**src/pid_pkg.sv**
```systemverilog
// Overview of operation
// - Filter time in 1 ms steps, 0 to 60; default register write takes 0 to 63 unchecked
// - Image follows input stable for filter time
// - Command high: refresh each cycle, operand time
// - Command low: default register time used
// - Default filter register resets to 10 ms
// - Default register write retimes inputs 0-17
// - Refresh covers 0-17, sixteen-point only 0-7
// - Zero time gives 5/50/200 us minimums
// - Sixteen-point inputs 10-17 fixed 10 ms
// - Interrupt, counter, speed inputs auto-filtered
// - Other inputs keep operand or default register time
package pid_pkg;
    // Clock and tick timing
    localparam int unsigned CLK_PERIOD_NS = 10;        // 100 MHz reference clock
    localparam int unsigned TICK_US_NS    = 1000;      // Fine tick period, 1 us
    localparam int unsigned US_CYCLES     = (TICK_US_NS + CLK_PERIOD_NS - 1) / CLK_PERIOD_NS;
    localparam int unsigned TICK_MS_US    = 1000;      // Coarse tick, 1 ms in fine ticks
    // Filter figures
    localparam logic [15:0] FILT_MAX_MS     = 16'h003c; // 60 ms ceiling
    localparam logic [15:0] FILT_DEFAULT_MS = 16'h000a; // Default register reset value
    localparam logic [15:0] FILT_FIXED_MS   = 16'h000a; // Fixed upper bank, small variant
    localparam logic [15:0] MIN_FAST_US     = 16'h0005; // Inputs 0..5 at zero setting
    localparam logic [15:0] MIN_MID_US      = 16'h0032; // Inputs 6..7 at zero setting
    localparam logic [15:0] MIN_SLOW_US     = 16'h00c8; // Inputs 8..15 at zero setting
    localparam int unsigned N_IN            = 16;       // Filtered inputs, octal 0..17
    localparam int unsigned N_LOW           = 8;        // Inputs covered on small variant
    localparam int unsigned N_FAST          = 6;        // Inputs with fastest minimum
    // Register map, word index on the register port
    localparam logic [3:0]  OFS_DEFAULT_TIME = 4'h0;   // RW default filter time
    localparam logic [3:0]  OFS_IMAGE        = 4'h1;   // RO input image
    localparam logic [3:0]  OFS_ACTIVE_TIME  = 4'h2;   // RO filter time in use
    localparam logic [3:0]  OFS_STATUS       = 4'h3;   // RO status flags
    localparam int unsigned ST_INVALID_BIT   = 0;      // Last operand was out of range
    localparam int unsigned ST_SIXTEEN_BIT   = 1;      // Small variant selected
endpackage

```
**src/pid_tick_if.sv**
```systemverilog
`timescale 1ns/1ps
// Shared time base between tick generator and filter channels
interface pid_tick_if;
    logic tick_us;   // One-cycle pulse every microsecond
    logic tick_ms;   // One-cycle pulse every millisecond
    modport src (output tick_us, output tick_ms);
    modport snk (input tick_us, input tick_ms);
endinterface

```
**src/pid_tick_gen.sv**
```systemverilog
`timescale 1ns/1ps
module pid_tick_gen (
    input  wire logic ref_clk_i,
    input  wire logic rst_i,
    pid_tick_if.src   tick
);
    typedef struct packed {
        logic [6:0] us_cnt;   // Cycles inside one microsecond
        logic [9:0] ms_cnt;   // Microseconds inside one millisecond
        logic       tick_us;  // Fine pulse
        logic       tick_ms;  // Coarse pulse
    } pid_tick_st_t;

    pid_tick_st_t st_reg;
    pid_tick_st_t st_next;

    // Divider chain; ms tick coincides with the us tick that wraps it
    always_comb
    begin
        st_next         = st_reg;
        st_next.tick_us = 1'b0;
        st_next.tick_ms = 1'b0;
        if (st_reg.us_cnt == 7'(pid_pkg::US_CYCLES - 1))
        begin
            st_next.us_cnt  = 7'h00;
            st_next.tick_us = 1'b1;
            if (st_reg.ms_cnt == 10'(pid_pkg::TICK_MS_US - 1))
            begin
                st_next.ms_cnt  = 10'h000;
                st_next.tick_ms = 1'b1;
            end
            else
            begin
                st_next.ms_cnt = st_reg.ms_cnt + 10'h001;
            end
        end
        else
        begin
            st_next.us_cnt = st_reg.us_cnt + 7'h01;
        end
    end

    // State register
    always_ff @(posedge ref_clk_i or posedge rst_i)
    begin
        if (rst_i)
            st_reg <= '0;
        else
            st_reg <= st_next;
    end

    assign tick.tick_us = st_reg.tick_us;
    assign tick.tick_ms = st_reg.tick_ms;

    // Fine ticks never closer than nine cycles of the reference clock
    a_us_spacing: assert property (@(posedge ref_clk_i) disable iff (rst_i)
        st_reg.tick_us |=> !st_reg.tick_us [*8]) else $error("us tick too close");
endmodule

```
**src/pid_chan.sv**
```systemverilog
`timescale 1ns/1ps
module pid_chan (
    input  wire logic        ref_clk_i,
    input  wire logic        rst_i,
    pid_tick_if.snk          tick,
    input  wire logic        sample_i,   // Synchronised raw input
    input  wire logic        use_us_i,   // Count microseconds instead of ms
    input  wire logic [15:0] limit_i,    // Ticks of stability required
    output logic             level_o     // Debounced level
);
    typedef struct packed {
        logic        level;  // Accepted level
        logic        last;   // Sample seen last cycle
        logic [15:0] cnt;    // Stable ticks so far
    } pid_chan_st_t;

    pid_chan_st_t st_reg;
    pid_chan_st_t st_next;
    logic         tick_sel;  // Tick matching current mode

    // Debounce: a change restarts the count, stability accepts it
    always_comb
    begin
        st_next  = st_reg;
        tick_sel = use_us_i ? tick.tick_us : tick.tick_ms;
        st_next.last = sample_i;
        if (sample_i != st_reg.last)
        begin
            st_next.cnt = 16'h0000;
        end
        else if (sample_i != st_reg.level)
        begin
            // Limit may drop while counting; compare with >= to avoid sticking
            if (st_reg.cnt >= limit_i)
            begin
                st_next.level = sample_i;
                st_next.cnt   = 16'h0000;
            end
            else if (tick_sel)
            begin
                st_next.cnt = st_reg.cnt + 16'h0001;
            end
        end
        else
        begin
            st_next.cnt = 16'h0000;
        end
    end

    // State register
    always_ff @(posedge ref_clk_i or posedge rst_i)
    begin
        if (rst_i)
            st_reg <= '0;
        else
            st_reg <= st_next;
    end

    assign level_o = st_reg.level;

    // Level moves only after the sample has held for the limit
    a_level_stable: assert property (@(posedge ref_clk_i) disable iff (rst_i)
        (st_reg.level != $past(st_reg.level)) |->
        ($past(st_reg.cnt) >= $past(limit_i))) else $error("level moved early");
endmodule

```
**src/pid_debounce_top.sv**
```systemverilog
// Our own choices: the address-and-strobe port and the address map.
`timescale 1ns/1ps
module pid_debounce_top (
    input  wire logic        ref_clk_i,
    input  wire logic        rst_i,
    input  wire logic [15:0] raw_in_i,                 // Input terminals, asynchronous
    input  wire logic        scan_end_i,               // End-of-scan pulse from sequencer
    input  wire logic        filtered_refresh_cmd_i,   // Refresh command level
    input  wire logic [15:0] filter_time_op_i,         // Operand filter time in ms
    input  wire logic        sixteen_point_i,          // Small variant select
    input  wire logic [15:0] auto_filter_mask_i,       // Interrupt, counter, speed inputs
    input  wire logic [3:0]  reg_addr_i,
    input  wire logic [15:0] reg_wdata_i,
    input  wire logic        reg_wr_i,
    input  wire logic        reg_rd_i,
    output logic      [15:0] reg_rdata_o,
    output logic      [15:0] image_o,                  // Input image memory
    output logic             execution_state_out_o,    // Pulse per executed refresh
    output logic             op_invalid_o              // Operand out of range
);
    typedef struct packed {
        logic [15:0] sync1;        // First synchroniser stage
        logic [15:0] sync2;        // Second synchroniser stage
        logic [15:0] dft;          // Default filter time register
        logic [15:0] active;       // Filter time in use
        logic [15:0] image;        // Input image memory
        logic [15:0] rdata;        // Read data, valid one cycle after strobe
        logic        exec;         // Refresh executed
        logic        invalid;      // Operand rejected
        logic        sixteen;      // Variant sampled
    } pid_top_st_t;

    pid_top_st_t st_reg;
    pid_top_st_t st_next;
    logic [15:0] filt;             // Debounced levels
    logic [15:0] lim [pid_pkg::N_IN];  // Per-input limits
    logic [15:0] use_us;           // Per-input fine-tick mode
    logic        op_ok;            // Operand in range
    logic        refresh;          // Refresh fires this cycle

    pid_tick_if tick_bus ();

    pid_tick_gen u_tick (
        .ref_clk_i (ref_clk_i),
        .rst_i     (rst_i),
        .tick      (tick_bus.src)
    );

    // Per-input filter setting and channel
    generate
        for (genvar i = 0; i < pid_pkg::N_IN; i++)
        begin : g_chan
            // Limit selection; priorities fixed bank, override, zero, programmed
            always_comb
            begin
                if (st_reg.sixteen && (i >= pid_pkg::N_LOW))
                begin
                    use_us[i] = 1'b0;
                    lim[i]    = pid_pkg::FILT_FIXED_MS;
                end
                else if (auto_filter_mask_i[i] || (st_reg.active == 16'h0000))
                begin
                    use_us[i] = 1'b1;
                    if (i < pid_pkg::N_FAST)
                        lim[i] = pid_pkg::MIN_FAST_US;
                    else if (i < pid_pkg::N_LOW)
                        lim[i] = pid_pkg::MIN_MID_US;
                    else
                        lim[i] = pid_pkg::MIN_SLOW_US;
                end
                else
                begin
                    use_us[i] = 1'b0;
                    lim[i]    = st_reg.active;
                end
            end

            pid_chan u_chan (
                .ref_clk_i (ref_clk_i),
                .rst_i     (rst_i),
                .tick      (tick_bus.snk),
                .sample_i  (st_reg.sync2[i]),
                .use_us_i  (use_us[i]),
                .limit_i   (lim[i]),
                .level_o   (filt[i])
            );
        end
    endgenerate

    // Control, image update and register port
    always_comb
    begin
        st_next         = st_reg;
        st_next.sync1   = raw_in_i;
        st_next.sync2   = st_reg.sync1;
        st_next.sixteen = sixteen_point_i;
        st_next.exec    = 1'b0;
        op_ok   = (filter_time_op_i <= pid_pkg::FILT_MAX_MS);
        refresh = filtered_refresh_cmd_i && scan_end_i && op_ok;
        // Time source: operand while commanded, default register otherwise
        if (filtered_refresh_cmd_i)
        begin
            if (op_ok)
                st_next.active = filter_time_op_i;
            st_next.invalid = !op_ok;
        end
        else
        begin
            st_next.active  = st_reg.dft;
            st_next.invalid = 1'b0;
        end
        // Image refreshed once per operation cycle from debounced levels
        if (scan_end_i)
            st_next.image = filt;
        if (refresh)
            st_next.exec = 1'b1;
        // Software write; only the time field is kept, clipped to six bits
        if (reg_wr_i && (reg_addr_i == pid_pkg::OFS_DEFAULT_TIME))
            st_next.dft = {10'h000, reg_wdata_i[5:0]};
        // Read data, zero for unmapped addresses
        st_next.rdata = 16'h0000;
        if (reg_rd_i)
        begin
            unique case (reg_addr_i)
                pid_pkg::OFS_DEFAULT_TIME: st_next.rdata = st_reg.dft;
                pid_pkg::OFS_IMAGE:        st_next.rdata = st_reg.image;
                pid_pkg::OFS_ACTIVE_TIME:  st_next.rdata = st_reg.active;
                pid_pkg::OFS_STATUS:
                begin
                    st_next.rdata[pid_pkg::ST_INVALID_BIT] = st_reg.invalid;
                    st_next.rdata[pid_pkg::ST_SIXTEEN_BIT] = st_reg.sixteen;
                end
                default:                   st_next.rdata = 16'h0000;
            endcase
        end
    end

    // State register; default time comes up at its documented value
    always_ff @(posedge ref_clk_i or posedge rst_i)
    begin
        if (rst_i)
        begin
            st_reg        <= '0;
            st_reg.dft    <= pid_pkg::FILT_DEFAULT_MS;
            st_reg.active <= pid_pkg::FILT_DEFAULT_MS;
        end
        else
        begin
            st_reg <= st_next;
        end
    end

    // Outputs come straight from the state record, no logic after the flops
    assign reg_rdata_o           = st_reg.rdata;
    assign image_o               = st_reg.image;
    assign execution_state_out_o = st_reg.exec;
    assign op_invalid_o          = st_reg.invalid;

    // Default register holds its reset value until written
    a_default_reset: assert property (@(posedge ref_clk_i)
        $fell(rst_i) |-> (st_reg.dft == pid_pkg::FILT_DEFAULT_MS))
        else $error("default time not 10 ms");

    // A write to the default time lands on the next edge
    a_default_write: assert property (@(posedge ref_clk_i) disable iff (rst_i)
        (reg_wr_i && reg_addr_i == pid_pkg::OFS_DEFAULT_TIME) |=>
        (st_reg.dft[5:0] == $past(reg_wdata_i[5:0]))) else $error("write lost");

    // Command low for two cycles: default register drives the time
    a_idle_uses_dft: assert property (@(posedge ref_clk_i) disable iff (rst_i)
        !filtered_refresh_cmd_i ##1 !filtered_refresh_cmd_i |->
        (st_reg.active == $past(st_reg.dft))) else $error("default not applied");

    // Command high with a good operand: operand drives the time
    a_cmd_uses_op: assert property (@(posedge ref_clk_i) disable iff (rst_i)
        (filtered_refresh_cmd_i && op_ok) |=>
        (st_reg.active == $past(filter_time_op_i))) else $error("operand not applied");

    // Execution pulse only after a refresh
    a_exec_cause: assert property (@(posedge ref_clk_i) disable iff (rst_i)
        execution_state_out_o |-> $past(refresh)) else $error("spurious execution");

    // Out-of-range operand is flagged and not executed
    a_op_invalid: assert property (@(posedge ref_clk_i) disable iff (rst_i)
        (filtered_refresh_cmd_i && filter_time_op_i > pid_pkg::FILT_MAX_MS) |=>
        (op_invalid_o && !execution_state_out_o)) else $error("bad operand taken");

    // Scan end copies the debounced levels
    a_image_load: assert property (@(posedge ref_clk_i) disable iff (rst_i)
        scan_end_i |=> (image_o == $past(filt))) else $error("image not refreshed");

    // Image frozen between scan ends
    a_image_hold: assert property (@(posedge ref_clk_i) disable iff (rst_i)
        !scan_end_i |=> $stable(image_o)) else $error("image moved mid-scan");

    // Small variant: upper bank pinned to its fixed time
    a_fixed_bank: assert property (@(posedge ref_clk_i) disable iff (rst_i)
        st_reg.sixteen |-> (lim[8] == pid_pkg::FILT_FIXED_MS && !use_us[15]))
        else $error("upper bank not fixed");

    // Override input takes its fine-tick minimum
    a_override_min: assert property (@(posedge ref_clk_i) disable iff (rst_i)
        (auto_filter_mask_i[0] && !st_reg.sixteen) |->
        (use_us[0] && lim[0] == pid_pkg::MIN_FAST_US)) else $error("override missing");

    // Zero setting: middle and slow minimums
    a_zero_min: assert property (@(posedge ref_clk_i) disable iff (rst_i)
        (st_reg.active == 16'h0000 && !st_reg.sixteen) |->
        (lim[6] == pid_pkg::MIN_MID_US && lim[9] == pid_pkg::MIN_SLOW_US))
        else $error("zero minimum wrong");

    // Upper write bits are never stored, so the time stays six bits wide
    a_write_clip: assert property (@(posedge ref_clk_i) disable iff (rst_i)
        (reg_wr_i && reg_addr_i == pid_pkg::OFS_DEFAULT_TIME) |=>
        (st_reg.dft[15:6] == 10'h000)) else $error("upper time bits kept");

    // Writes to read-only places leave the default time alone
    a_ro_write: assert property (@(posedge ref_clk_i) disable iff (rst_i)
        (reg_wr_i && reg_addr_i != pid_pkg::OFS_DEFAULT_TIME) |=>
        $stable(st_reg.dft)) else $error("read-only write took effect");

    // Without a write the default time never drifts
    a_dft_idle: assert property (@(posedge ref_clk_i) disable iff (rst_i)
        !reg_wr_i |=>
        $stable(st_reg.dft)) else $error("default time drifted");

    // Default time reads back one cycle after the strobe
    a_read_dft: assert property (@(posedge ref_clk_i) disable iff (rst_i)
        (reg_rd_i && reg_addr_i == pid_pkg::OFS_DEFAULT_TIME) |=>
        (reg_rdata_o == $past(st_reg.dft))) else $error("default read wrong");

    // Image reads back as the image output
    a_read_image: assert property (@(posedge ref_clk_i) disable iff (rst_i)
        (reg_rd_i && reg_addr_i == pid_pkg::OFS_IMAGE) |=>
        (reg_rdata_o == $past(image_o))) else $error("image read wrong");

    // Active time reads back as the time in use
    a_read_active: assert property (@(posedge ref_clk_i) disable iff (rst_i)
        (reg_rd_i && reg_addr_i == pid_pkg::OFS_ACTIVE_TIME) |=>
        (reg_rdata_o == $past(st_reg.active))) else $error("active read wrong");

    // Status invalid bit mirrors the operand check
    a_status_invalid: assert property (@(posedge ref_clk_i) disable iff (rst_i)
        (reg_rd_i && reg_addr_i == pid_pkg::OFS_STATUS) |=>
        (reg_rdata_o[pid_pkg::ST_INVALID_BIT] == $past(st_reg.invalid)))
        else $error("status invalid bit wrong");

    // Status variant bit mirrors the sampled select
    a_status_variant: assert property (@(posedge ref_clk_i) disable iff (rst_i)
        (reg_rd_i && reg_addr_i == pid_pkg::OFS_STATUS) |=>
        (reg_rdata_o[pid_pkg::ST_SIXTEEN_BIT] == $past(st_reg.sixteen)))
        else $error("status variant bit wrong");

    // Read data stand one cycle only, so a stale word is never mistaken
    a_read_idle: assert property (@(posedge ref_clk_i) disable iff (rst_i)
        !reg_rd_i |=>
        (reg_rdata_o == 16'h0000)) else $error("read data left standing");

    // Every refresh is reported
    a_exec_fires: assert property (@(posedge ref_clk_i) disable iff (rst_i)
        refresh |=>
        execution_state_out_o) else $error("refresh not reported");

    // Execution belongs to a scan end
    a_exec_scan: assert property (@(posedge ref_clk_i) disable iff (rst_i)
        execution_state_out_o |->
        $past(scan_end_i)) else $error("execution without scan end");

    // Command low: no execution and no invalid flag
    a_cmd_off_quiet: assert property (@(posedge ref_clk_i) disable iff (rst_i)
        !filtered_refresh_cmd_i |=>
        (!execution_state_out_o && !op_invalid_o)) else $error("idle command active");

    // Good operand never flagged
    a_valid_op: assert property (@(posedge ref_clk_i) disable iff (rst_i)
        (filtered_refresh_cmd_i && op_ok) |=>
        !op_invalid_o) else $error("good operand flagged");

    // Bad operand keeps the previous time
    a_bad_keeps: assert property (@(posedge ref_clk_i) disable iff (rst_i)
        (filtered_refresh_cmd_i && !op_ok) |=>
        $stable(st_reg.active)) else $error("bad operand changed time");

    // Zero setting: fastest inputs on the shortest minimum
    a_zero_fast: assert property (@(posedge ref_clk_i) disable iff (rst_i)
        (st_reg.active == 16'h0000) |->
        (use_us[0] && lim[0] == pid_pkg::MIN_FAST_US)) else $error("fast minimum wrong");

    // Small variant still filters the lower bank
    a_small_low: assert property (@(posedge ref_clk_i) disable iff (rst_i)
        (st_reg.sixteen && st_reg.active == 16'h0000) |->
        (use_us[7] && lim[7] == pid_pkg::MIN_MID_US)) else $error("lower bank not filtered");

    // Plain inputs follow the time in use
    a_prog_time: assert property (@(posedge ref_clk_i) disable iff (rst_i)
        (st_reg.active != 16'h0000 && !st_reg.sixteen && !auto_filter_mask_i[9]) |->
        (!use_us[9] && lim[9] == st_reg.active)) else $error("programmed time not used");

    // Fixed upper bank counts whole milliseconds
    a_upper_ms: assert property (@(posedge ref_clk_i) disable iff (rst_i)
        st_reg.sixteen |->
        (lim[15] == pid_pkg::FILT_FIXED_MS && !use_us[8])) else $error("upper bank fine");

    // Second stage only ever copies the first
    a_sync_chain: assert property (@(posedge ref_clk_i) disable iff (rst_i)
        st_reg.sync2 == $past(st_reg.sync1))
        else $error("synchroniser skipped");
endmodule

```
**config.mk**
```make
export PLATFORM = sky130hd
export DESIGN_NAME = pid_debounce_top
export DESIGN_NICKNAME = d
export VERILOG_FILES = /design/src/pid_pkg.sv /design/src/pid_tick_if.sv /design/src/pid_tick_gen.sv /design/src/pid_chan.sv /design/src/pid_debounce_top.sv
export SDC_FILE = /design/constraint.sdc
export NUM_CORES = 1
export LEC_CHECK = 0
export ABC_AREA = 1
export BUFFER_PORTS_ARGS = -buffer_cell sky130_fd_sc_hd__buf_2
export CAP_MARGIN = 10
export CORE_MARGIN = 5
export CORE_UTILIZATION = 40
export CTS_CLUSTER_DIAMETER = 50
export CTS_CLUSTER_SIZE = 10
export DETAILED_ROUTE_END_ITERATION = 7
export PLACE_DENSITY_LB_ADDON = 0.08
export SYNTH_ARGS = -nofsm -noshare
export SYNTH_HDL_FRONTEND = slang
export SYNTH_SLANG_ARGS = --single-unit
```
**constraint.sdc**
```tcl
create_clock -name ref_clk_i -period 34.3 [get_ports ref_clk_i]
set_input_delay 6.86 -clock ref_clk_i [delete_from_list [all_inputs] [get_ports ref_clk_i]]
set_output_delay 6.86 -clock ref_clk_i [all_outputs]
set_load 0.1 [all_outputs]
```
# Word level (Yosys, flattened, before mapping)
# Index checks and enable logic that the tools add are counted.
# word_totals
reg_bits	396
latchBits	0
ramBits	0
mem_bits_ro	0
input_bits	75
out_inout_bits	34
elab_cells	343
mem_count	0
# classes
add_sub_neg	18
multipliers	0
n_div	0
magnitude_cmp	17
eq_ne	54
shift	0
mux	139
bitwise	16
reduce_logical	38
# op_table
operator	n
two-way mux 16 bit	91
adder 16 x 1 -> 16 bit (second input constant)	16
greater-or-equal comparator 16 bit	16
!= test 4 x 2 -> 1 bit (second input constant)	16
AND reduction 3 bit	16
two-way mux 1 bit	43
one-hot mux 14 bit (3 select lines)	1
!= test 1 bit	32
<= comparator 16 x 6 -> 1 bit (second input constant)	1
zero test 16 bit	1
logical OR 1 bit	16
inverter 1 bit	16
adder 10 x 1 -> 10 bit (second input constant)	1
equality test 10 bit (second input constant)	1
two-way mux 10 bit	1
equality test 4 x 2 -> 1 bit (second input constant)	2
one-hot mux 2 bit (4 select lines)	1
adder 7 x 1 -> 7 bit (second input constant)	1
equality test 7 bit (second input constant)	1
two-way mux 7 bit	1
equality test 4 x 1 -> 1 bit (second input constant)	1
zero test 4 bit	1
logical AND 1 bit	3
two-way mux 2 bit	1
2 further kinds	2

# Depth between registers and ports, before layout
# Gate-level depths: netlist of the first run.
# depth
word_depth	9
ltp_mapped	24
depth_no_buf	21

# Modules after synthesis
# A second synthesis of the first run with hierarchy kept.
# hier_totals
cells_unflattened	4562
hier_area_um2	32129.6
# by_module_without_submodules
mod	instances	cells_each	area_each_um2	seq_area_each_um2
pid_chan	16	235	1640.3	450.4
pid_debounce_top	1	680	4927.2	2232.1
pid_tick_gen	1	122	957.2	475.5

# Worst setup path after synthesis of the first run
# OpenSTA, ideal clock, no wires.
# synth_path
kind	input -> register
start	input port auto_filter_mask_i[3]
end	register g_chan[3].u_chan.st_reg[2] in the netlist's numbering
setup_time_ns	0.065
t_arrival_ns	8.952
required_time_ns	34.235
slack_ns	25.283
path_stages	14
path_buffers	2
cell_sequence	inv_1 -> nand2_4 -> inv_1 -> clkbuf_1 -> nand2_1 -> ha_1 -> a21oi_1 -> o21ai_0 -> nor2_1 -> nand3_1 -> nor2_2 -> buf_4 -> nand2_1 -> nand2_1
# synth_via
elab_chain_cells	6
elab_cells_between_ends	9
cone_classes	1 x order compare; 1 x eq/ne; 6 x mux; 1 x reduce/logical
# synth_lines
element	line_no	rtl
from (decl)	pid_debounce_top.sv:11	input wire logic [15:0] auto_filter_mask_i,
logical OR 1 bit *	pid_debounce_top.sv:61	else if (auto_filter_mask_i[i] || (st_reg.active == 16'h0000))
two-way mux 16 bit	pid_debounce_top.sv:61	
greater-or-equal comparator 16 bit	pid_chan.sv:34	if (st_reg.cnt >= limit_i)
two-way mux 16 bit	pid_chan.sv:34	
two-way mux 16 bit	pid_chan.sv:31	else if (sample_i != st_reg.level)
two-way mux 16 bit	pid_chan.sv:27	if (sample_i != st_reg.last)
to (signal assigned)	pid_chan.sv:56	st_reg <= st_next;
to (decl)	pid_chan.sv:17	pid_chan_st_t st_reg;
# Mark *: on every way between the ends. The rest lies on a longest branch, timed or not.
# A chain may end at the register's enable or synchronous reset.

# Worst setup path in the final report of the first run
# layout_path
start	input port auto_filter_mask_i[2]
end	register g_chan[2].u_chan.st_reg[9] in the netlist's numbering
# layout_via
elab_chain_cells	6
elab_cells_between_ends	9
cone_classes	1 x order compare; 1 x eq/ne; 6 x mux; 1 x reduce/logical
# layout_lines
element	line_no
logical OR 1 bit *	pid_debounce_top.sv:61
two-way mux 16 bit	pid_debounce_top.sv:61
greater-or-equal comparator 16 bit	pid_chan.sv:34
two-way mux 16 bit	pid_chan.sv:34
two-way mux 16 bit	pid_chan.sv:31
two-way mux 16 bit	pid_chan.sv:27
to (signal assigned)	pid_chan.sv:56
to (decl)	pid_chan.sv:17
# Marks and branches as above.

==> metrics.cfg, run 1 <==
[global_route]
grt_max_degree = 149
grt_pass1_vias = 25339
grt_pass1_wl_um = 141000
grt-ovfl-total = 0
grt_util_all_layers = 0.215
antenna_found_initial = 2

[clock_tree]
cts_tree = done
cts-resized-gates = 0
htree_levels = 3
tritoncts.num_buffers = 77
clock_sinks = 396
clk_pin_slew_ns = 0.05
hold_buffers = 0
cts_setup_buffers = 0
clk_latency_ns = 0.63
clockBufferDepth = 3
cts_root_buf = clkbuf_16

[logic_synthesis]
synth_nets = 4702
synthMostInstantiatedCell = nand2_1
synthTopCellsByArea = dfrtp_1 33%, nand2_1 20%, ha_1 11%, nor2_1 5.9%, inv_1 5.5%
synth-xor-area-share = 0.0529
synth_top_area_frac = 0.325
synth_edf_count = 0
avgSynthCellArea_um2 = 6.93
synth-seq-cells = 396
synth-adder-area-share = 0.114
async_reset_ff_frac = 1.00
synth_top_family_by_area = simple AND/OR/NAND/NOR gates
yosys.area.top_type = dfrtp_1
netlist_area_um2 = 30200
yosys-top-cells-count = 1,644 x nand2_1, 473 x nor2_1, 445 x inv_1
ys_seq_area_frac = 0.329
synth-compound-area-share = 0.0391
yosysWarnings = 0
yosys.area_share.simple = 0.382
synthCells = 4353
synth_mux_area_frac = 0.00448
ys_types = 49
synth_flop_cell = dfrtp_1

[detailed_routing]
drt_first_pass_iters = 5
drt-total-wl_um = 88000
num_vias = 27152
wire_per_inst_um = 16.1
drc = 0
routed_via_density = 4.96
drtIter0Drc = 1588
detail-route-antenna-nets = 0

[critical_path]
crit_type = input port to flip-flop
start_kind = input port
ff2ff_setup_slack_ns = 29.32
endpoint = g_chan[2].u_chan.st_reg[9]
end_kind = flip-flop
r2r_cells = 16
rr_endpoint = g_chan[6].u_chan.st_reg[4]
worstReg2RegStart = st_reg[42]
startpoint = auto_filter_mask_i[2]
cp.arrival_ns = 9.77
crit_required_ns = 34.80
cp_max_fo = 16

[power_and_ir_drop]
ir_drop_uv = 39.3
p_leak_nw = 18.0
p_per_area_nw_per_um2 = 46.1

[min_path]
hp-class = flip-flop to flip-flop

[sta]
hold_viol = 0
slew_headroom = 0.276
setup_viol = 0
rsz0062_at_grt = false
setup_ws_ns = 25.03
fin_skew_ns = 0.0316
setup_tns_ns = 0
max_clock_freq_mhz = 108
period_share = 0.270
worst_pin_slew_ns = 1.09
drv_slew = 0
fin_crit_ns = 9.27

[floorplanning]
die_area_um2 = 81000
io_pins = 109
die_y_um = 285
rows = 100
core_area_um2 = 74600
start_util = 0.404
die_w_um = 285

[finish]
final_cell_area_um2 = 34000
drive_gt1_frac = 0.0762
largest_reg_flops = 272
syn2layout_area_growth_pct = 12.9
utilization = 0.457
nNetsFinal = 4788
fin_cells = 5472

[placement]
port_buffers = 98
placed_cell_area_um2 = 31400
gp_routability_congestion = 0.861
place_inst = 5329
pre_cts_ws_ns = 24.39
hpwlAfterDp_um = 62200

[run_status]
outcome = finished, final reports clean

[flow_run]
max_cap_violations = 0

==> report_power, final <==
| group | switching, mW | internal (mW) | leakage [nW] |
|---|---|---|---|
| clock | 0.285 | 0.498 | 1.30 |
| combinational | 0.206 | 0.0527 | 11.4 |
| sequential | 0.0347 | 0.492 | 5.32 |
| total | 0.526 | 1.04 | 18.0 |
==> cell usage in the layout (no fill, tap or decap), types with 4 or more instances in the layout <==
master and n:
nand2_1 1644, nor2_1 473, inv_1 444, dfrtp_1 391, ha_1 274, nand3_1 258
nand4_1 180, xor2_1 133, a21oi_1 126, buf_2 98, clkbuf_16 77, o21ai_0 62
xnor2_1 49, nor3_1 36, nand3b_1 31, buf_4 23, inv_6 15, nand2_2 13
and2_1 12, mux2_2 12, nor2_4 11, clkinv_2 10, nand2_4 9, clkinvlp_4 8
bufinv_16 8, clkbuf_8 8, clkinv_4 8, nor2_2 7, nand3_2 6, or2_2 6
o21bai_1 6, o21a_1 5, nor4_1 5, nor3b_1 4, o221ai_1 4, clkinv_8 4
dfstp_2 4
==> per-layer routing <==
| layer | track usage | part of all wire | vias up |
|---|---|---|---|
| li1 | - | - | 14115 |
| met1 | 0.301 | 0.48 | 12403 |
| met2 | 0.344 | 0.44 | 514 |
| met3 | 0.0373 | 0.049 | 120 |
| met4 | 0.0576 | 0.026 | 0 |
| met5 | 0 | 0 | - |
==> stage by stage <==
stage,hold WS (ns),power [mW]
floorplan,0.331,0.734
global placement,0.332,0.796
detailed placement,0.336,0.796
CTS,0.337,1.59
global route,0.352,1.64
finish,0.337,1.57
==> worst max-delay path: stages <==
cell	delay [ns]
buf_2	0.10
inv_1	0.15
nand2_1	0.12
inv_1	0.41
nand2_1	0.11
ha_1	0.33
nand2_1	0.10
nor2_1	0.06
and2_1	0.13
nor2_1	0.08
nand2_1	0.08
nand2_1	0.16
nand3_1	0.16
nor2_2	0.56
inv_1	0.19
nand2_1	0.11
nand2_1	0.05
==> cell families after synthesis <==
group,after synthesis
xor gates and xnor gates,182
adders and majority gates,274
buffers and inverters,565
AOI/OAI and AO/OA,220
DFF,396
and+or+nand+nor,2704
muxes,12
==> worst min-delay path by stage <==
| stage | from | to | cells past startpoint |
|---|---|---|---|
| 2_1_floorplan | st_next[67] | st_reg[67] | 0 |
| 3_3_place_gp | st_next[81] | st_reg[81] | 0 |
| 3_5_place_dp | st_next[81] | st_reg[81] | 0 |
| 4_1_cts | st_next[74] | st_reg[74] | 0 |
| 5_1_grt | st_next[74] | st_reg[74] | 0 |
| 6_report | st_next[74] | st_reg[74] | 0 |
==> area by class of cell <==
type / instances / area, µm²
Fill cell: 7815 / 40500
Inverter: 450 / 1700
Timing Repair Buffer: 122 / 683
Clock buffer: 88 / 2050
Tap cell: 969 / 1210
Antenna cell: 1 / 2.50
Multi-Input combinational cell: 3392 / 17800
Clock inverter: 54 / 637
Sequential cell: 396 / 9920
(Power assumes the default switching activity.)
==> inputs of run 2 (changes only) <==
==> constraint.sdc (replaced) <==
create_clock -name ref_clk_i -period 9.01 [get_ports ref_clk_i]
set_input_delay 1.802 -clock ref_clk_i [delete_from_list [all_inputs] [get_ports ref_clk_i]]
set_output_delay 1.802 -clock ref_clk_i [all_outputs]
set_load 0.1 [all_outputs]
==> run 2 against run 1 <==
Compared with the run above:
- sequential cell count unchanged
- design area up 0.18%
- first-iteration DRC count shrank 4.3%
- sequential share of layout area is 0.057 points lower
- worst hold slack improved by 0.0077 ns
- die area did not move
- clock skew up 0.0062 ns
- global-route usage increased by 0.17 points
- register-to-register slack lost 25 ns
- non-clock buffer count increased by 2
- critical path type is now flip-flop to flip-flop
- largest cell class unchanged
==> metrics.cfg, run 2 (same netlist as run 1, synthesis figures left out) <==
[run_status]
outcome = finished, final reports clean

[power_and_ir_drop]
p_leak_nw = 18.0
p_per_area_nw_per_um2 = 177
pwr-share-clk = 0.504
ir_drop_uv = 178
p_switching_mw = 1.98
p_seq_frac = 0.332
internal_power_mw = 4.05
swShare = 0.329
comb_power_share = 0.164

[clock_tree]
htree_levels = 3
clk_pin_slew_ns = 0.05
cts_root_buf = clkbuf_16
clk_latency_ns = 0.62
hold_buffers = 0
cts_tree = done
tritoncts.num_buffers = 77
cts-resized-gates = 0
clockBufferDepth = 3
clock_sinks = 396
cts_setup_buffers = 0

[finish]
fin_cells = 5473
final_cell_mix = 1,644 x nand2_1, 470 x nor2_1, 444 x inv_1, 392 x dfrtp_1, 274 x ha_1
largest_reg_flops = 272
final_cell_area_um2 = 34100
drive_gt1_frac = 0.0762
nNetsFinal = 4790
layout_commonest_cell = nand2_1
fill_cells = 7697
syn2layout_area_growth_pct = 13.1

[detailed_routing]
detail-route-antenna-nets = 0
routed_via_density = 4.96
wire_per_inst_um = 16.1
drc = 0
num_vias = 27165
drt_first_pass_iters = 5
drtIter0Drc = 1519
drt-total-wl_um = 88300

[critical_path]
crit_required_ns = 9.56
cp_max_fo = 14
path_cells = nor2_1 -> nand2_1 -> nor2_1 -> nand2_2 -> buf_4 -> nand2_2 -> inv_1 -> nand2_1 -> ha_1 -> a21oi_1 -> o21ai_0 -> nor2_1 -> nand3_1 -> nor2_1 -> nand3_1 -> nand2_1
rr_endpoint = g_chan[6].u_chan.st_reg[5]
path_buf_inv = 2
start_kind = flip-flop
crit_top_cell = nor2_1
r2r_cells = 16
worstReg2RegStart = st_reg[42]
ff2ff_setup_slack_ns = 4.02
crit_slowest_cell = dfrtp_1
crit_family = simple AND/OR/NAND/NOR gates
crit_type = flip-flop to flip-flop
cp.arrival_ns = 5.53
end_kind = flip-flop
cp_slowest_stage_delay_ns = 1.04

[floorplanning]
die_w_um = 285
rows = 100
start_util = 0.404
core_area_um2 = 74600
die_y_um = 285
die_area_um2 = 81000
io_pins = 109

[sta]
rsz0062_at_grt = false
drv_slew = 0
worst_pin_slew_ns = 1.09
period_share = 0.553
whs_ns = 0.345
fin_skew_ns = 0.0378
setup_tns_ns = 0
hold_viol = 0
max_clock_freq_mhz = 201
setup_viol = 0
fin_crit_ns = 4.99
setup_ws_ns = 4.02
slew_headroom = 0.271

[placement]
place_inst = 5331
pre_cts_ws_ns = 4.08
hpwlAfterDp_um = 62800
placed_cell_area_um2 = 31400
port_buffers = 98
gp_routability_congestion = 0.877

[global_route]
use_met1 = 0.300
grt_pass1_wl_um = 142000
grt_max_degree = 104
grt-ovfl-total = 0
antenna_found_initial = 1
grt_util_met2 = 0.355
top_usage_layer = met2
grt_pass1_vias = 25913
grt_util_all_layers = 0.216
use_met3 = 0.0325

[min_path]
worstHoldStart = st_next[76]
whs_endpoint = st_reg[76]
hp-class = flip-flop to flip-flop
hold_path_depth = 0

[flow_run]
max_cap_violations = 0

[run 2: cell count changes in the layout (fill, tap and decap cells not counted), moves of 3 or more]
cell	change
nor2_1	-3
inv_6	-5
nor2_2	+3
clkbuf_16	+3
[run 2: cell type report]
| class | count | area (µm²) | area share |
|---|---|---|---|
| timing repair buffer | 124 | 698 | 0.0205 |
| antenna | 2 | 5.00 | 0.000147 |
| sequential | 396 | 9910 | 0.291 |
| multi-input combinational | 3392 | 17900 | 0.524 |
| tap | 969 | 1210 | 0.0355 |
| inverter | 450 | 1690 | 0.0496 |
| clock buffer | 91 | 2100 | 0.0617 |
| clock inverter | 49 | 624 | 0.0183 |
[run 2: worst reg2reg max path: stages (launching register included)]
cell	delay [ns]
dfrtp_1	1.04
nor2_1	0.12
nand2_1	0.09
nor2_1	0.05
nand2_2	0.35
buf_4	0.52
nand2_2	0.24
inv_1	0.34
nand2_1	0.10
ha_1	0.30
a21oi_1	0.14
o21ai_0	0.09
nor2_1	0.39
nand3_1	0.22
nor2_1	0.67
nand3_1	0.16
nand2_1	0.11
[run 2: routing by layer]
layer	up-vias	wire, µm
met5	-	0
met4	0	2260
met3	140	4090
met2	479	39700
met1	12418	42200
li1	14128	-
[run 2: through the flow]
step / utilization / total power, mW
after floorplan: - / 2.79
after global placement: 0.421 / 3.03
after detailed placement: 0.421 / 3.03
after CTS: 0.457 / 6.13
after global routing: 0.457 / 6.30
final: 0.457 / 6.03
[run 2: how the worst max path moves through the flow]
stage,slack (ns),cells past startpoint,to,start
4_1_cts,4.06,16,g_chan[6].u_chan.st_reg[5],st_reg[42]
3_5_place_dp,4.08,14,g_chan[2].u_chan.st_reg[8],auto_filter_mask_i[2]
5_1_grt,3.56,16,g_chan[6].u_chan.st_reg[7],st_reg[42]
2_1_floorplan,1.88,1,execution_state_out_o,rst_i
6_report,4.02,16,g_chan[6].u_chan.st_reg[5],st_reg[42]
3_3_place_gp,4.06,16,g_chan[6].u_chan.st_reg[14],st_reg[42]
[run 2: power groups by stage]
stage                     Combinational (mW)  Sequential (mW)  Clock (mW)
after floorplan                        0.838             1.96           0
after global placement                 0.997             2.03           0
after detailed placement               0.999             2.03           0
after CTS                               1.00             2.00        3.12
after global routing                    1.09             2.01        3.20
final                                  0.987             2.00        3.04
==> inputs of run 3 (changes only) <==
==> constraint.sdc (replaced) <==
create_clock -name ref_clk_i -period 4.05 [get_ports ref_clk_i]
set_input_delay 0.81 -clock ref_clk_i [delete_from_list [all_inputs] [get_ports ref_clk_i]]
set_output_delay 0.81 -clock ref_clk_i [all_outputs]
set_load 0.1 [all_outputs]
==> run 3 against run 2 <==
Compared with the run above:
- sequential cell count did not move
- wire length fell by 0.24%
- cell count rose by 0.51%
- die area did not move
- worst setup slack got worse by 3.7 ns
- clock power rose by 99%
- design area barely moved
- total power rose by 110%
- via count rose by 0.37%
- critical path depth did not move
- sequential power rose by 120%
- critical path type unchanged
==> metrics.cfg, run 3 (same netlist as run 1, synthesis figures left out) <==
[placement]
hpwlAfterDp_um = 63200
pre_cts_ws_ns = 0.321
gp_routability_congestion = 0.864
port_buffers = 98

[floorplanning]
rows = 100
core_area_um2 = 74600
die_w_um = 285
start_util = 0.404
die_area_um2 = 81000
io_pins = 109
die_y_um = 285

[power_and_ir_drop]
p_per_area_nw_per_um2 = 375
internal_power_mw = 8.41
pwr-share-clk = 0.473
p_leak_nw = 18.0
swShare = 0.342
comb_power_share = 0.181
p_switching_mw = 4.37
p_seq_frac = 0.346
ir_drop_uv = 414

[sta]
max_clock_freq_mhz = 271
setup_viol = 0
fin_skew_ns = 0.0250
slew_headroom = 0.305
fin_crit_ns = 3.69
period_share = 0.910
rsz0062_at_grt = false
drv_slew = 0
setup_ws_ns = 0.365
hold_viol = 0
whs_ns = 0.241
worst_pin_slew_ns = 1.04

[global_route]
grt_max_degree = 121
grt_pass1_vias = 25496
antenna_found_initial = 2
grt-ovfl-total = 0
grt_util_all_layers = 0.214
grt_pass1_wl_um = 140000

[clock_tree]
cts_tree = done
clk_latency_ns = 0.61
clk_pin_slew_ns = 0.05
tritoncts.num_buffers = 74
cts_setup_buffers = 0
clock_sinks = 396
htree_levels = 3
clockBufferDepth = 3
cts_root_buf = clkbuf_16

[critical_path]
cp_slowest_stage_delay_ns = 0.58
worstReg2RegStart = st_reg[36]
end_kind = flip-flop
cp_max_fo = 15
rr_endpoint = g_chan[6].u_chan.st_reg[11]
endpoint = g_chan[6].u_chan.st_reg[11]
cp.arrival_ns = 4.23
ff2ff_setup_slack_ns = 0.36
crit_required_ns = 4.59
r2r_cells = 16
startpoint = st_reg[36]
start_kind = flip-flop
crit_type = flip-flop to flip-flop
path_cells = nor2_1 -> nand2_1 -> nor2_1 -> nand2_2 -> buf_4 -> nand2_2 -> inv_1 -> nand2_1 -> ha_1 -> a21oi_1 -> o21ai_0 -> nor2_1 -> nand3_1 -> nor2_2 -> nand2_1 -> nand2_1
crit_top_cell = nand2_1
crit_slowest_cell = nor2_2

[finish]
diodes = 0
fill_cells = 7747
final_cell_mix = 1,644 x nand2_1, 472 x nor2_1, 443 x inv_1, 392 x dfrtp_1, 274 x ha_1
nNetsFinal = 4823
drive_gt1_frac = 0.0819
syn2layout_area_growth_pct = 13.1
largest_reg_flops = 272
layout_commonest_cell = nand2_1
seq_area_um2 = 9910
multi_input_comb_area_um2 = 17900

[detailed_routing]
num_vias = 27266
drt-total-wl_um = 88100
drtIter0Drc = 1303
drc = 0
routed_via_density = 4.96
detail-route-antenna-nets = 0
wire_per_inst_um = 16.0
drt_first_pass_iters = 5

[flow_run]
max_cap_violations = 0

[run_status]
outcome = finished, final reports clean

[min_path]
hp-class = input port to async pin

==> run 3: what timing repair did <==
action | in CTS | in global routing
endpoints found under the setup margin | 0 | 7
gates resized for setup | 0 | 2
hold buffers | 0 | 0
==> run 3: critical path, delay by kind of cell (launching register included) <==
kind                     cells  cell delay, ns
AO/OA/AOI/OAI                2            0.21
AND/OR/NAND/NOR             11            1.91
adder cells (fa/ha/maj)      1            0.32
flip-flops                   1            0.53
buffers and inverters        2            0.63
==> run 3: layout make-up <==
type                    count  area share
inverters                 450      0.0497
clock buffers              87      0.0581
multi-input cells        3392       0.523
repair buffers            160      0.0299
flip-flops and latches    396       0.291
well taps                 969      0.0355
clock inverters            47      0.0128
==> run 3: power groups by stage <==
stage	logic, mW	clock network (mW)	registers (mW)
detailed placement	2.33	0	4.49
finish	2.31	6.05	4.42
CTS	2.34	6.25	4.43
global route	2.55	6.38	4.45
global placement	2.32	0	4.49
floorplan	1.86	0	4.35
==> run 3: per-layer routing <==
metal	vias up	global-route usage	wire length, µm
met4	2	0.0657	2740
met1	12485	0.298	42400
met3	149	0.0309	3760
li1	14172	-	-
met5	-	0	13
met2	458	0.345	39200
==> run 3: stage by stage <==
stage | util | total power, mW | setup TNS, ns | instances | area, µm²
finish | 0.457 | 12.8 | 0 | 5501 | 34100
global route | 0.457 | 13.4 | 0 | 5501 | 34100
CTS | 0.457 | 13.0 | 0 | 5501 | 34100
detailed placement | 0.425 | 6.82 | 0 | 5367 | 31700
global placement | 0.425 | 6.81 | 0 | 5367 | 31700
floorplan | - | 6.21 | -820.42 | 4353 | 30200
==> run 3: worst min path at each step <==
stage	slack, ns	cells past startpoint	endpoint	startpoint
after CTS	0.22	2	st_reg[74]	rst_i
final	0.24	2	st_reg[78]	rst_i
after detailed placement	0.33	0	st_reg[73]	st_next[73]
after global routing	0.25	2	st_reg[74]	rst_i
after global placement	0.33	0	st_reg[72]	st_next[72]
after floorplan	0.33	0	st_reg[67]	st_next[67]
